`src/hdl/dsip_pkg.sv`:
```
`default_nettype none
package dsip_pkg;
	// ----------------------------------------
	// frame geometry
	// ----------------------------------------
	localparam int unsigned FRAME_BITS   = 16;
	localparam int unsigned CODE_BITS    = 14;
	localparam int unsigned CODE_LSB     = 0;
	localparam int unsigned EDGE_SEL_BIT = 15;
	localparam int unsigned CNT_W        = 5;
	// ----------------------------------------
	// reset values and limits
	// ----------------------------------------
	localparam logic [FRAME_BITS-1:0] SHIFT_RST = 16'h0000;
	localparam logic [CODE_BITS-1:0]  CODE_RST  = 14'h0000;
	localparam logic                  EDGE_RST  = 1'b0;
	localparam logic [CODE_BITS-1:0]  CODE_MAX_12 = 14'h0FFF;
	localparam logic [CODE_BITS-1:0]  CODE_MAX_14 = 14'h3FFF;
	localparam logic [CNT_W-1:0]      CNT_RST   = 5'h00;
	localparam logic [CNT_W-1:0]      CNT_FULL  = 5'h10;
	// ----------------------------------------
	// link timing
	// ----------------------------------------
	localparam real LINK_PERIOD_NS = 200.0;
	localparam real REF_PERIOD_NS  = 25.0;
	localparam int unsigned LINK_HALF_CYC = int'(LINK_PERIOD_NS / 2.0 / REF_PERIOD_NS);
endpackage
`default_nettype wire

```
`src/hdl/dsip_sync2.sv`:
```
`default_nettype none
module dsip_sync2 (
	input  wire logic ref_clk_i,
	input  wire logic rstn_i,
	input  wire logic async_i,
	input  wire logic rst_val_i,
	output var  logic sync_o
);
	logic meta_reg;

	// rst_val_i must be a constant tie-off; reset loads are synchronous
	always_ff @(posedge ref_clk_i) begin
		if (!rstn_i) begin
			meta_reg <= rst_val_i;
			sync_o   <= rst_val_i;
		end else begin
			meta_reg <= async_i;
			sync_o   <= meta_reg;
		end
	end
endmodule
`default_nettype wire

```
`src/hdl/dsip_port.sv`:
```
`default_nettype none
module dsip_port #(
	parameter int unsigned DAC_BITS = 14
) (
	input  wire logic                           ref_clk_i,
	input  wire logic                           rstn_i,
	input  wire logic                           sclk_i,
	input  wire logic                           frame_n_i,
	input  wire logic                           serial_data_in_i,
	output var  logic                           chain_data_out_o,
	output var  logic [dsip_pkg::CODE_BITS-1:0] dac_code_o,
	output var  logic                           dac_update_o,
	output var  logic                           rise_capture_o
);
	import dsip_pkg::*;

	// ----------------------------------------
	// pin synchronisers
	// ----------------------------------------
	logic sclk_s;
	logic frame_n_s;
	logic data_s;

	// serial clock parks high in the default mode; a low reset value would fake an edge
	dsip_sync2 u_sync_sclk (
		.ref_clk_i (ref_clk_i),
		.rstn_i    (rstn_i),
		.async_i   (sclk_i),
		.rst_val_i (1'b1),
		.sync_o    (sclk_s)
	);
	dsip_sync2 u_sync_frame (
		.ref_clk_i (ref_clk_i),
		.rstn_i    (rstn_i),
		.async_i   (frame_n_i),
		.rst_val_i (1'b1),
		.sync_o    (frame_n_s)
	);
	dsip_sync2 u_sync_data (
		.ref_clk_i (ref_clk_i),
		.rstn_i    (rstn_i),
		.async_i   (serial_data_in_i),
		.rst_val_i (1'b0),
		.sync_o    (data_s)
	);

	// ----------------------------------------
	// edge detection
	// ----------------------------------------
	logic sclk_d_reg;
	logic frame_d_reg;

	always_ff @(posedge ref_clk_i) begin
		if (!rstn_i) begin
			sclk_d_reg  <= 1'b1;
			frame_d_reg <= 1'b1;
		end else begin
			sclk_d_reg  <= sclk_s;
			frame_d_reg <= frame_n_s;
		end
	end

	logic sclk_rise;
	logic sclk_fall;
	logic frame_rise;
	logic capture_edge;
	logic launch_edge;
	logic edge_sel_reg;

	assign sclk_rise    = sclk_s & ~sclk_d_reg;
	assign sclk_fall    = ~sclk_s & sclk_d_reg;
	assign frame_rise   = frame_n_s & ~frame_d_reg;
	// default falling capture, rising once selected
	assign capture_edge = edge_sel_reg ? sclk_rise : sclk_fall;
	assign launch_edge  = edge_sel_reg ? sclk_fall : sclk_rise;

	// ----------------------------------------
	// shift register
	// ----------------------------------------
	logic [FRAME_BITS-1:0] shift_reg;
	logic [CNT_W-1:0]      cnt_reg;
	logic                  in_frame;

	assign in_frame = ~frame_n_s;

	always_ff @(posedge ref_clk_i) begin
		if (!rstn_i) begin
			shift_reg <= SHIFT_RST;
		end else if (in_frame && capture_edge) begin
			shift_reg <= {shift_reg[FRAME_BITS-2:0], data_s};
		end
	end

	// counts captures so a short frame is not loaded
	always_ff @(posedge ref_clk_i) begin
		if (!rstn_i) begin
			cnt_reg <= CNT_RST;
		end else if (frame_n_s) begin
			cnt_reg <= CNT_RST;
		end else if (capture_edge && cnt_reg != CNT_FULL) begin
			cnt_reg <= cnt_reg + 5'h01;
		end
	end

	// ----------------------------------------
	// chain output
	// ----------------------------------------
	// msb leaving the register is presented on the launch edge
	always_ff @(posedge ref_clk_i) begin
		if (!rstn_i) begin
			chain_data_out_o <= 1'b0;
		end else if (in_frame && launch_edge) begin
			chain_data_out_o <= shift_reg[FRAME_BITS-1];
		end
	end

	// ----------------------------------------
	// latch update
	// ----------------------------------------
	logic [CODE_BITS-1:0] code_mask;
	logic                 load_ok;

	assign code_mask = (DAC_BITS == 12) ? CODE_MAX_12 : CODE_MAX_14;
	assign load_ok   = frame_rise && (cnt_reg == CNT_FULL);

	always_ff @(posedge ref_clk_i) begin
		if (!rstn_i) begin
			dac_code_o   <= CODE_RST;
			dac_update_o <= 1'b0;
		end else begin
			dac_update_o <= load_ok;
			if (load_ok) begin
				dac_code_o <= shift_reg[CODE_LSB +: CODE_BITS] & code_mask;
			end
		end
	end

	// edge choice only takes effect after the frame closes, never mid-frame
	always_ff @(posedge ref_clk_i) begin
		if (!rstn_i) begin
			edge_sel_reg <= EDGE_RST;
		end else if (load_ok) begin
			edge_sel_reg <= shift_reg[EDGE_SEL_BIT];
		end
	end

	always_ff @(posedge ref_clk_i) begin
		if (!rstn_i) begin
			rise_capture_o <= EDGE_RST;
		end else begin
			rise_capture_o <= edge_sel_reg;
		end
	end
endmodule
`default_nettype wire

```
`config.mk`:
```
export PLATFORM = sky130hd
export DESIGN_NAME = dsip_port
export DESIGN_NICKNAME = d
export VERILOG_FILES = /design/src/hdl/dsip_pkg.sv /design/src/hdl/dsip_sync2.sv /design/src/hdl/dsip_port.sv
export SDC_FILE = /design/constraint.sdc
export NUM_CORES = 1
export LEC_CHECK = 0
export ABC_AREA = 1
export BUFFER_PORTS_ARGS = -buffer_cell sky130_fd_sc_hd__buf_2
export CAP_MARGIN = 40
export CORE_MARGIN = 10
export CORE_UTILIZATION = 40
export DETAILED_ROUTE_END_ITERATION = 7
export PLACE_DENSITY = 0.68
export SLEW_MARGIN = 40
export SYNTH_ARGS = -nofsm -noshare
export SYNTH_HDL_FRONTEND = slang
export SYNTH_SLANG_ARGS = --single-unit
```
`constraint.sdc`:
```
create_clock -name ref_clk_i -period 2.05 [get_ports ref_clk_i]
set_input_delay 0.1025 -clock ref_clk_i [delete_from_list [all_inputs] [get_ports ref_clk_i]]
set_output_delay 0.1025 -clock ref_clk_i [all_outputs]
set_load 0.02 [all_outputs]
```
# Word level (Yosys, flattened, before mapping)
# Index checks and enable logic that the tools add are counted.
# word_totals
input_bits	5
reg_bits	47
output_inout_bits	17
# op_classes
eq_ne	2
n_reduce_logical	5
bitwise	8
add_sub_neg	1
n_mux	2
# ops
op	n
adder 5 x 1 -> 5 bit, second input constant	1
equality test 5 bit, second input constant	1
!= test 5 bit, second input constant	1
inverter 1 bit	5
logical AND 1 bit	4
AND 1 bit	3
two-way mux 1 bit	2
OR reduction 2 bit	1

# Longest topological paths before layout
# Gate-level depths: netlist of the first run.
# logic_depth
word_depth	4
mapped_depth	9
mapped_depth_nobuf	9

# Hierarchy
# Synthesis of the first run repeated with hierarchy kept, for this count alone.
# unflattened
hier_cells	251
hier_area_um2	2023.2
# by_module_without_submodules
module	n_inst	area_per_inst_um2	cells_each
dsip_port	1	1828.0	227
dsip_sync2	3	65.1	8

# Least setup slack after synthesis of the first run
# No wires, ideal clock.
# synth_timing
path_type	flip-flop to flip-flop
start	register cnt_reg[0]
end	register dac_code_o[0] (netlist name)
stages_incl_launch_ff	10
setup_slack_ns	0.799
setup_time_ns	0.132
synth_period_minus_slack_ns	1.251
t_arrival_ns	1.119
required_time_ns	1.918
cell_sequence	dfxtp_1 > inv_1 > ha_1 > nand2_1 > inv_2 > nand2_2 > clkinv_2 > buf_6 > nand3_1 > a21oi_1
# synth_between
elab_chain_cells	2
# synth_lines
item	line_no	text
start: declaration	dsip_port.sv:81	logic [CNT_W-1:0] cnt_reg;
start signal: assignment	dsip_port.sv:101	cnt_reg <= cnt_reg + 5'h01;
equality test 5 bit	dsip_port.sv:124	assign load_ok = frame_rise && (cnt_reg == CNT_FULL);
logical AND 1 bit	dsip_port.sv:124	
end signal: assignment	dsip_port.sv:133	dac_code_o <= shift_reg[CODE_LSB +: CODE_BITS] & code_mask;
end: declaration	dsip_port.sv:11	output var logic [dsip_pkg::CODE_BITS-1:0] dac_code_o,
# No other way between the ends.
# A chain may end at the register's enable or synchronous reset.

# Worst setup path in the final report of the first run
# layout_timing
start	register u_sync_sclk.sync_o
end	register cnt_reg[1]
# layout_between
elab_chain_cells	4
word_cells_on_any_way	5
classes_between	1 x mux; 3 x bitwise; 1 x reduce/logical
# layout_lines
item	line_no	text
start: declaration	dsip_sync2.sv:7	output var logic sync_o
start signal: assignment	dsip_sync2.sv:15	sync_o <= rst_val_i;
start signal: assignment	dsip_sync2.sv:18	sync_o <= meta_reg;
inverter 1 bit	dsip_port.sv:71	assign sclk_fall = ~sclk_s & sclk_d_reg;
AND 1 bit	dsip_port.sv:71	
two-way mux 1 bit (*)	dsip_port.sv:74	assign capture_edge = edge_sel_reg ? sclk_rise : sclk_fall;
logical AND 1 bit (*)	dsip_port.sv:100	end else if (capture_edge && cnt_reg != CNT_FULL) begin
# Every way passes the cells marked *; elsewhere a longest branch is shown, timed or not.

==> metrics.md, run 1 <==
| Metric | Value |
|---|---|
| Metal2 WL | `1470 um` |
| Htree depth | `2` |
| Die ar. | `7880 um2` |
| Gpl congestion | `0.736` |
| Crit end category | `register` |
| Layout cell share with drive strength beyond 1 | `0.174` |
| Antenna cell count | `0` |
| Clock Tree Root | `clkbuf_8` |
| Final instance area | `2150 um2` |
| Chip width | `88.8 um` |
| Number of enable flip-flop cells after synthesis | `0` |
| PwrDens | `797 nW/um2` |
| Initial DRC count | `88` |
| Num rows | `24` |
| Clk_skew | `9.93 ps` |
| Largest net degree at the start of global routing | `41` |
| Tot GR Track Use | `0.103` |
| Most common cell in the synthesized netlist | `nand2_1` |
| Via density per instance | `4.79` |
| Routed wire length | `3590 um` |
| Synth unique cells | `22` |
| Clk sinks | `47` |
| Drt pass-1 iters | `4` |
| CTS Buf Count | `5` |
| WS Path Type | `reg -> reg` |
| # Post-CTS Setup Buffers | `0` |
| Wire length per cell | `11.5 um` |
| CTS resizes | `0` |
| Final Setup Violations | `0` |
| Highest metal used | `met4` |
| M1 wire length | `1840 um` |
| Seq/Total Area, Yosys | `0.498` |
| Synth top cells by count | `49 x nand2_1, 47 x dfxtp_1, 35 x a21oi_1` |
| Critical path arrival | `1700 ps` |
| Cts hold-fix bufs | `3` |
| First-pass GRT wire length | `6360 um` |
| Metal3 WL | `235 um` |
| Final min period | `1500 ps` |
| # Max-Cap Violations | `0` |
| Hold slack | `202 ps` |
| Maximum VDD drop | `0.521 mV` |
| Leading area contributor after synthesis | `dfxtp_1` |
| Crit Path Max Fanout | `40` |
| Max FFs per register | `16` |
| CTS tree | `built` |
| Syn Nets | `245` |
| Outcome | `finished clean` |
| DP HPWL | `2320 um` |
| Starting density of the core | `0.423` |
| Cell Area, Placed | `1990 um2` |
| Critical Path RT | `2250 ps` |
| Clock buffer depth | `2` |
| Fmax | `0.666 GHz` |
| Fin crit share | `0.733` |
| Leakage | `0.000900 uW` |
| Seq cells post-synth | `47` |
| HP Class | `in -> reg` |
| Pins Over Slew Limit | `0` |
| Antenna violations before repair | `0` |
| Slew @ Worst Pin | `672 ps` |
| Utilization after layout | `0.480` |
| Syn. warnings | `0` |
| Via count of the routed design | `1491` |
| DRC Markers | `0` |
| Syn avg cell area | `7.94 um2` |
| Vias in the first global route | `1334` |
| Core Footprint | `4470 um2` |
| Synth area leaders | `dfxtp_1 50%, nand2_1 9.7%, a21oi_1 9.3%, nand3b_1 6.4%, nand3_1 6.1%` |
| Synth Cell Area | `1890 um2` |
| Final Hold Vio Count | `0` |
| Die Span Y | `88.8 um` |
| Slew margin rel. | `0.550` |
| Total Power | `1710 uW` |
| Gate Count Post-Synth | `238` |
| Reg clk slew, reported paths | `90 ps` |
| Port Buf Inserts | `21` |
| Gr ovfl total | `0` |
| Async SR Flop Fraction | `0` |
| Setup TNS | `0 ps` |
| Top FF cell, synth | `dfxtp_1` |
| Clock latency on the worst-skew pair | `310 ps` |
| Routed Antenna Nets | `0` |
| Synth-to-layout area growth | `13.5%` |
| RSZ-0062 raised after global routing | `no` |
| Share of the synthesized area in the top cell type | `0.498` |
| Post-layout net count | `265` |
| Worst setup SP type | `register` |
| Ports | `22` |
-- layout by cell type, fill, tap and decap left out, types with 3 or more instances in the layout --
| cell | netlist | routed |
|---|---|---|
| nand3_1 | 23 | 23 |
| dfxtp_1 | 47 | 47 |
| nor2_1 | 26 | 26 |
| nand2_1 | 49 | 49 |
| a21oi_1 | 35 | 35 |
| buf_2 | 5 | 21 |
| inv_2 | 3 | 3 |
| or2_2 | 4 | 4 |
| inv_1 | 12 | 12 |
| dlygate4sd3_1 | 0 | 3 |
| nand3b_1 | 16 | 16 |
| clkbuf_8 | 0 | 6 |
-- report_power, final --
group / switching (uW) / internal, uW
Sequential: 6.05 / 923
Clock: 310 / 401
Combinational: 45.9 / 25.0
-- layout make-up --
| cell class | count | area (um2) |
|---|---|---|
| clock inverter | 2 | 38.8 |
| tap | 52 | 65.1 |
| fill | 460 | 2330 |
| multi-input combinational | 162 | 807 |
| clock buffer | 6 | 82.6 |
| timing repair buffer | 26 | 150 |
| sequential | 47 | 941 |
| inverter | 16 | 61.3 |
-- critical path: stages, from the launching register on --
cell	delay, ps
dfxtp_1	330
inv_1	90
nand3_1	110
nand2_2	520
nand2_1	160
nor2_1	130
nor2_1	50
-- through the flow --
| step | setup WS (ps) | std cells |
|---|---|---|
| floorplan | 799 | 238 |
| global placement | 606 | 300 |
| detailed placement | 583 | 300 |
| CTS | 541 | 311 |
| global route | 293 | 311 |
| finish | 548 | 311 |
-- final timing paths --
path,slack (ps),cells after the start,startpoint,to
setup / recovery,550,6,u_sync_sclk.sync_o,cnt_reg[1]
hold / removal,200,3,rstn_i,dac_code_o[1]
setup reg to reg,550,6,u_sync_sclk.sync_o,cnt_reg[1]
hold reg to reg,420,1,u_sync_frame.meta_reg,u_sync_frame.sync_o
-- logic make-up (layout without fill, tap and decap cells) --
logic type,after synthesis,count (layout),synth area share
AOI/OAI and AO/OA,36,36,0.0953
adders and majority gates,2,2,0.0132
buffers and inverters,29,50,0.0754
DFF,47,47,0.498
and+or+nand+nor,124,124,0.318
-- routing by layer --
| layer | vias to the layer above | global-route usage |
|---|---|---|
| li1 | 808 | - |
| met1 | 648 | 0.131 |
| met2 | 31 | 0.148 |
| met3 | 4 | 0.0404 |
| met4 | 0 | 0.0485 |
| met5 | - | 0 |
Note: power is estimated with default switching activity, not from simulation.
==> run 2, diff against run 1 <==
Settings changed: PLACE_DENSITY 0.68 to 0.7.
Clock period 2.05 ns to 1.33 ns, I/O delays scaled along.
==> run 2 against run 1 <==
Die area is the same. Clock-buffer cell count unchanged. Combinational power rose by 65%. Non-clock buffer count up 3. Global-route usage shrank 0.22 points.
==> metrics.md, run 2 (same netlist as run 1, synthesis figures left out) <==
| Metric | Value |
|---|---|
| DRC Markers | `0 (unchanged)` |
| Tot GR Track Use | `0.101 (was 0.103)` |
| FF-to-FF path depth | `8 (was 6)` |
| Port Buf Inserts | `21 (unchanged)` |
| Outcome | `finished clean (unchanged)` |
| Clock Tree Root | `clkbuf_8 (unchanged)` |
| Critical path arrival | `1390 ps (was 1700 ps)` |
| Most common cell after layout, fill and taps aside | `nand2_1 (unchanged)` |
| Hold slack | `161 ps (was 202 ps)` |
| Worst setup SP type | `register (unchanged)` |
| Largest net degree at the start of global routing | `41 (unchanged)` |
| Fmax | `0.824 GHz (was 0.666 GHz)` |
| Antenna cell count | `0 (unchanged)` |
| Final min period | `1210 ps (was 1500 ps)` |
| Most Frequent Cell on Critical Path | `inv_2 (was nor2_1)` |
| WP depth | `8 (was 6)` |
| Antenna violations before repair | `0 (unchanged)` |
| Starting density of the core | `0.423 (unchanged)` |
| Commonest cells after routing, fill and taps aside | `49 x nand2_1, 45 x dfxtp_1, 35 x a21oi_1 (was 49 x nand2_1, 47 x dfxtp_1, 35 x a21oi_1)` |
| Routed Antenna Nets | `0 (unchanged)` |
| Synth-to-layout area growth | `14.9% (was 13.5%)` |
| Fin crit share | `0.913 (was 0.733)` |
| Worst Path Buf+Inv | `3 (was 1)` |
| # Max-Cap Violations | `0 (unchanged)` |
| Maximum VDD drop | `0.811 mV (was 0.521 mV)` |
| # Post-CTS Setup Buffers | `0 (unchanged)` |
| Clk sinks | `47 (unchanged)` |
| HP Class | `in -> reg (unchanged)` |
| Leakage | `0.000908 uW (was 0.000900 uW)` |
| Clock buffer depth | `2 (unchanged)` |
| Final Setup Violations | `0 (unchanged)` |
| Ports | `22 (unchanged)` |
| CTS Buf Count | `5 (unchanged)` |
| Clock latency on the worst-skew pair | `300 ps (was 310 ps)` |
| WHS Path Cells | `3 (unchanged)` |
| First-pass GRT wire length | `6310 um (was 6360 um)` |
| CP max stage cell | `dfxtp_2 (was nand2_2)` |
| Critical Path RT | `1510 ps (was 2250 ps)` |
| Reg clk slew, reported paths | `90 ps (about the same)` |
| Fillers | `443 (was 460)` |
| RSZ-0062 raised after global routing | `no (unchanged)` |
| Drt pass-1 iters | `4 (unchanged)` |
| Routed wire length | `3730 um (was 3590 um)` |
| Initial DRC count | `83 (was 88)` |
| Layout cell share with drive strength beyond 1 | `0.194 (was 0.174)` |
| Clk_skew | `12.1 ps (was 9.93 ps)` |
| Max FFs per register | `16 (unchanged)` |
| Total Power | `2390 uW (was 1710 uW)` |
| Wire length per cell | `11.9 um (was 11.5 um)` |
| Core Footprint | `4470 um2 (unchanged)` |
| DP HPWL | `2360 um (was 2320 um)` |
| Via count of the routed design | `1525 (was 1491)` |
| Crit Path Max Fanout | `7 (was 40)` |
| Htree depth | `2 (unchanged)` |
| Final Hold Vio Count | `0 (unchanged)` |
| PwrDens | `1100 nW/um2 (was 797 nW/um2)` |
| CTS tree | `built (unchanged)` |
| Via density per instance | `4.84 (was 4.79)` |
| Vias in the first global route | `1390 (was 1334)` |
| Chip width | `88.8 um (unchanged)` |
| Crit path largest cell delay | `360 ps (was 520 ps)` |
| Slew @ Worst Pin | `329 ps (was 672 ps)` |
| Slew margin rel. | `0.781 (was 0.550)` |
| Post-layout net count | `269 (was 265)` |
| Delay-heaviest family, CP | `flip-flops (was simple AND/OR/NAND/NOR gates)` |
| Gpl congestion | `0.754 (was 0.736)` |
| CP Cell Sequence | `inv_2, ha_1, nand2_1, inv_2, nand2_4, clkinv_2, nand3_1, a21oi_1 (was inv_1, nand3_1, nand2_2, nand2_1, nor2_1, nor2_1)` |
| Num rows | `24 (unchanged)` |
| Pins Over Slew Limit | `0 (unchanged)` |
| Gr ovfl total | `0 (unchanged)` |
| Die ar. | `7880 um2 (unchanged)` |
| Crit end category | `register (unchanged)` |
| WS Path Type | `reg -> reg (unchanged)` |
| Die Span Y | `88.8 um (unchanged)` |
==> run 2: path summary, 6_finish.rpt <==
path                              from                 end  slack [ps]
setup reg to reg            cnt_reg[0]       dac_code_o[9]         120
hold reg to reg   u_sync_data.meta_reg  u_sync_data.sync_o         420
hold / removal                  rstn_i       dac_code_o[2]         160
setup / recovery            cnt_reg[0]       dac_code_o[9]         120
==> run 2: per-layer routing <==
layer	track usage	part of all wire
met1	0.126	0.49
met2	0.150	0.43
met3	0.0322	0.061
met4	0.0529	0.020
met5	0	0
==> run 2: what timing repair did <==
action                                 in CTS  in global routing
pin swaps                                   0                  0
cloned                                      0                  1
setup endpoints to repair                  11                 19
endpoints found under the hold margin       3                  0
hold buffers                                3                  0
gates resized for setup                     2                  5
==> run 2: area by class of cell <==
class / count / area [um2] / area share
Timing Repair Buffer: 29 / 189 / 0.0870
Clock buffer: 6 / 72.6 / 0.0334
Tap cell: 52 / 65.1 / 0.0300
Multi-Input combinational cell: 162 / 820 / 0.377
Sequential cell: 47 / 943 / 0.434
Clock inverter: 2 / 12.5 / 0.00576
Inverter: 16 / 65.1 / 0.0300
Timing Repair inverter: 1 / 5.00 / 0.00230
==> run 2: tightest hold or removal path, delay by kind of cell <==
| kind | cells | cell delay (ps) |
|---|---|---|
| buf+inv | 2 | 220 |
| compound gates | 1 | 140 |
==> run 2: through the flow <==
step,std cells,setup TNS (ps),area [um2],worst slack (ps),utilization
after floorplan,238,0,1890,78.8,-
after CTS,314,0,2160,45.0,0.482
final,315,0,2170,116,0.485
after global placement,303,0,2030,7.91,0.454
after global routing,315,0,2170,4.43,0.485
after detailed placement,303,-27.6,2030,-13.5,0.454
==> run 2: power breakdown <==
group          switching (uW)  leakage, uW  total (uW)  internal, uW
clock network             472    0.0000412         840           368
registers                9.56     0.000381        1430          1420
logic                    73.4     0.000485         117          44.0
==> run 3, diff against run 2 <==
Settings changed: CORE_UTILIZATION 40 to 51, GPL_ROUTABILITY_DRIVEN set to 0, PLACE_DENSITY 0.7 to 0.84, SETUP_SLACK_MARGIN set to 0.2.
==> run 3 against run 2 <==
First-iteration DRC count is the same. Core utilization rose by 27 points. Sequential share of layout area decreased by 8.4 points. Clock power rose by 46%. Clock-buffer cell count unchanged. Maximum frequency down 3.4%. Die area down 17%. Sequential power is essentially flat. Worst hold slack better by 14 ps. Critical endpoint is now shift_reg[8].
==> metrics.md, run 3 (same netlist as run 1, synthesis figures left out) <==
| Metric | Value |
|---|---|
| Clock power frac | `0.433 (was 0.351)` |
| DRC Markers | `0 (unchanged)` |
| Crit end category | `register (unchanged)` |
| Internal power | `2240 uW (was 1830 uW)` |
| Max FFs per register | `16 (unchanged)` |
| Leakage | `0.00105 uW (was 0.000908 uW)` |
| Ports | `22 (unchanged)` |
| Cell Area, Placed | `2130 um2 (was 2030 um2)` |
| Crit Path Max Fanout | `6 (was 7)` |
| Worst r2r src | `edge_sel_reg (was cnt_reg[0])` |
| Clk_skew | `9.52 ps (was 12.1 ps)` |
| Gr ovfl total | `0 (unchanged)` |
| First-pass GRT wire length | `7690 um (was 6310 um)` |
| Post-layout net count | `284 (was 269)` |
| Outcome | `finished clean (unchanged)` |
| Maximum VDD drop | `0.847 mV (was 0.811 mV)` |
| PwrDens | `1040 nW/um2 (was 1100 nW/um2)` |
| DP HPWL | `2570 um (was 2360 um)` |
| Num rows | `22 (was 24)` |
| Final Setup Violations | `0 (unchanged)` |
| Chip width | `80.9 um (was 88.8 um)` |
| Final Hold Vio Count | `0 (unchanged)` |
| HP Class | `in -> reg (unchanged)` |
| Core Footprint | `3630 um2 (was 4470 um2)` |
| Die Span Y | `80.9 um (was 88.8 um)` |
| Logic pwr share | `0.062 (was 0.049)` |
| Starting density of the core | `0.520 (was 0.423)` |
| Routed Antenna Nets | `0 (unchanged)` |
| RSZ-0062 raised after global routing | `yes (was no)` |
| Commonest cells after routing, fill and taps aside | `41 x dfxtp_1, 38 x nand2_1, 25 x a21oi_1 (was 49 x nand2_1, 45 x dfxtp_1, 35 x a21oi_1)` |
| Layout cell share with drive strength beyond 1 | `0.424 (was 0.194)` |
| Reg clk slew, reported paths | `90 ps (about the same)` |
| Slew @ Worst Pin | `364 ps (was 329 ps)` |
| Largest net degree at the start of global routing | `25 (was 41)` |
| Tot GR Track Use | `0.149 (was 0.101)` |
| Crit path from | `edge_sel_reg (was cnt_reg[0])` |
| Htree depth | `2 (unchanged)` |
| WS Path Type | `reg -> reg (unchanged)` |
| Vias in the first global route | `1644 (was 1390)` |
| Clock buffer depth | `2 (unchanged)` |
| Power share of the sequential group | `0.505 (was 0.599)` |
| Final instance area | `2730 um2 (was 2170 um2)` |
| Wire length per cell | `15.3 um (was 11.9 um)` |
| Antenna cell count | `0 (unchanged)` |
| # Max-Cap Violations | `0 (unchanged)` |
| Switching part of the total | `0.209 (was 0.232)` |
| Critical Path RT | `1570 ps (was 1510 ps)` |
| Via count of the routed design | `1745 (was 1525)` |
| Slew margin rel. | `0.757 (was 0.781)` |
| CTS Buf Count | `5 (unchanged)` |
| R2r setup slk | `70 ps (was 120 ps)` |
| CTS tree | `built (unchanged)` |
| Most common cell after layout, fill and taps aside | `dfxtp_1 (was nand2_1)` |
| Fillers | `260 (was 443)` |
| Clock Tree Root | `clkbuf_8 (unchanged)` |
| Fin crit share | `0.945 (was 0.913)` |
| Post-Layout Cell Count | `326 (was 315)` |
| Fmax | `0.795 GHz (was 0.824 GHz)` |
| Port Buf Inserts | `21 (unchanged)` |
| Routed wire length | `4980 um (was 3730 um)` |
| Hold path start | `rstn_i (unchanged)` |
| Pins Over Slew Limit | `0 (unchanged)` |
| Die ar. | `6540 um2 (was 7880 um2)` |
| Clk sinks | `47 (unchanged)` |
| Antenna violations before repair | `0 (unchanged)` |
| Switch Pwr | `591 uW (was 555 uW)` |
| Via density per instance | `5.35 (was 4.84)` |
| Clock latency on the worst-skew pair | `310 ps (was 300 ps)` |
| Critical path arrival | `1500 ps (was 1390 ps)` |
| Final min period | `1260 ps (was 1210 ps)` |
| Drt pass-1 iters | `4 (unchanged)` |
| Initial DRC count | `83 (unchanged)` |
| Setup TNS | `0 ps (unchanged)` |
| Synth-to-layout area growth | `44.4% (was 14.9%)` |
| Worst setup SP type | `register (unchanged)` |
| Dpl cells | `300 (was 303)` |
run 3: worst paths after layout:
path / cells after the start / end
worst max register to register: 8 / shift_reg[8]
worst min-delay path: 3 / dac_code_o[1]
worst max-delay path: 8 / shift_reg[8]
worst min register to register: 1 / u_sync_frame.sync_o
run 3: what timing repair did:
action                     4_1_cts  5_1_grt
hold endpoints to repair         3        0
setup endpoints to repair       30       37
setup buffers                    6        5
hold buffers                     3        0
pin swaps                       17       17
resized for setup               35       34
cloned                           4        0
run 3: metrics by stage:
stage | util | total power [uW] | hold WS [ps] | worst slack (ps)
floorplan | - | 1550 | 164 | 189
global placement | 0.586 | 1580 | 250 | 159
detailed placement | 0.586 | 1590 | 255 | 114
CTS | 0.700 | 2820 | 164 | 157
global route | 0.751 | 2920 | 199 | 41.3
finish | 0.751 | 2830 | 174 | 72.8
run 3: critical path: stages, from the launching register on:
cell      delay (ps)
dfxtp_4          390
inv_4             40
nand3_4          100
nand2_8           90
buf_6            130
buf_16           120
nand3b_1         110
nand2_1           90
nor2_1           120
run 3: layout make-up:
cell class	count	area, um2	area share
Clock inverter	2	60.1	0.0220
Clock buffer	6	72.6	0.0266
Sequential cell	47	956	0.350
Inverter	16	87.6	0.0321
Timing Repair Buffer	43	383	0.140
Multi-Input combinational cell	163	1100	0.403
Timing Repair inverter	1	11.3	0.00412
Tap cell	48	60.1	0.0220
run 3: power groups by stage:
stage	combinational [uW]	sequential (uW)	clock, uW
finish	175	1430	1230
global route	190	1430	1300
CTS	157	1430	1230
detailed placement	120	1470	0
global placement	117	1470	0
floorplan	87.1	1460	0
run 3: layer usage:
| metal | global-route usage | part of all wire |
|---|---|---|
| met1 | 0.172 | 0.39 |
| met2 | 0.242 | 0.51 |
| met3 | 0.0497 | 0.070 |
| met4 | 0.0779 | 0.033 |
| met5 | 0 | 0 |
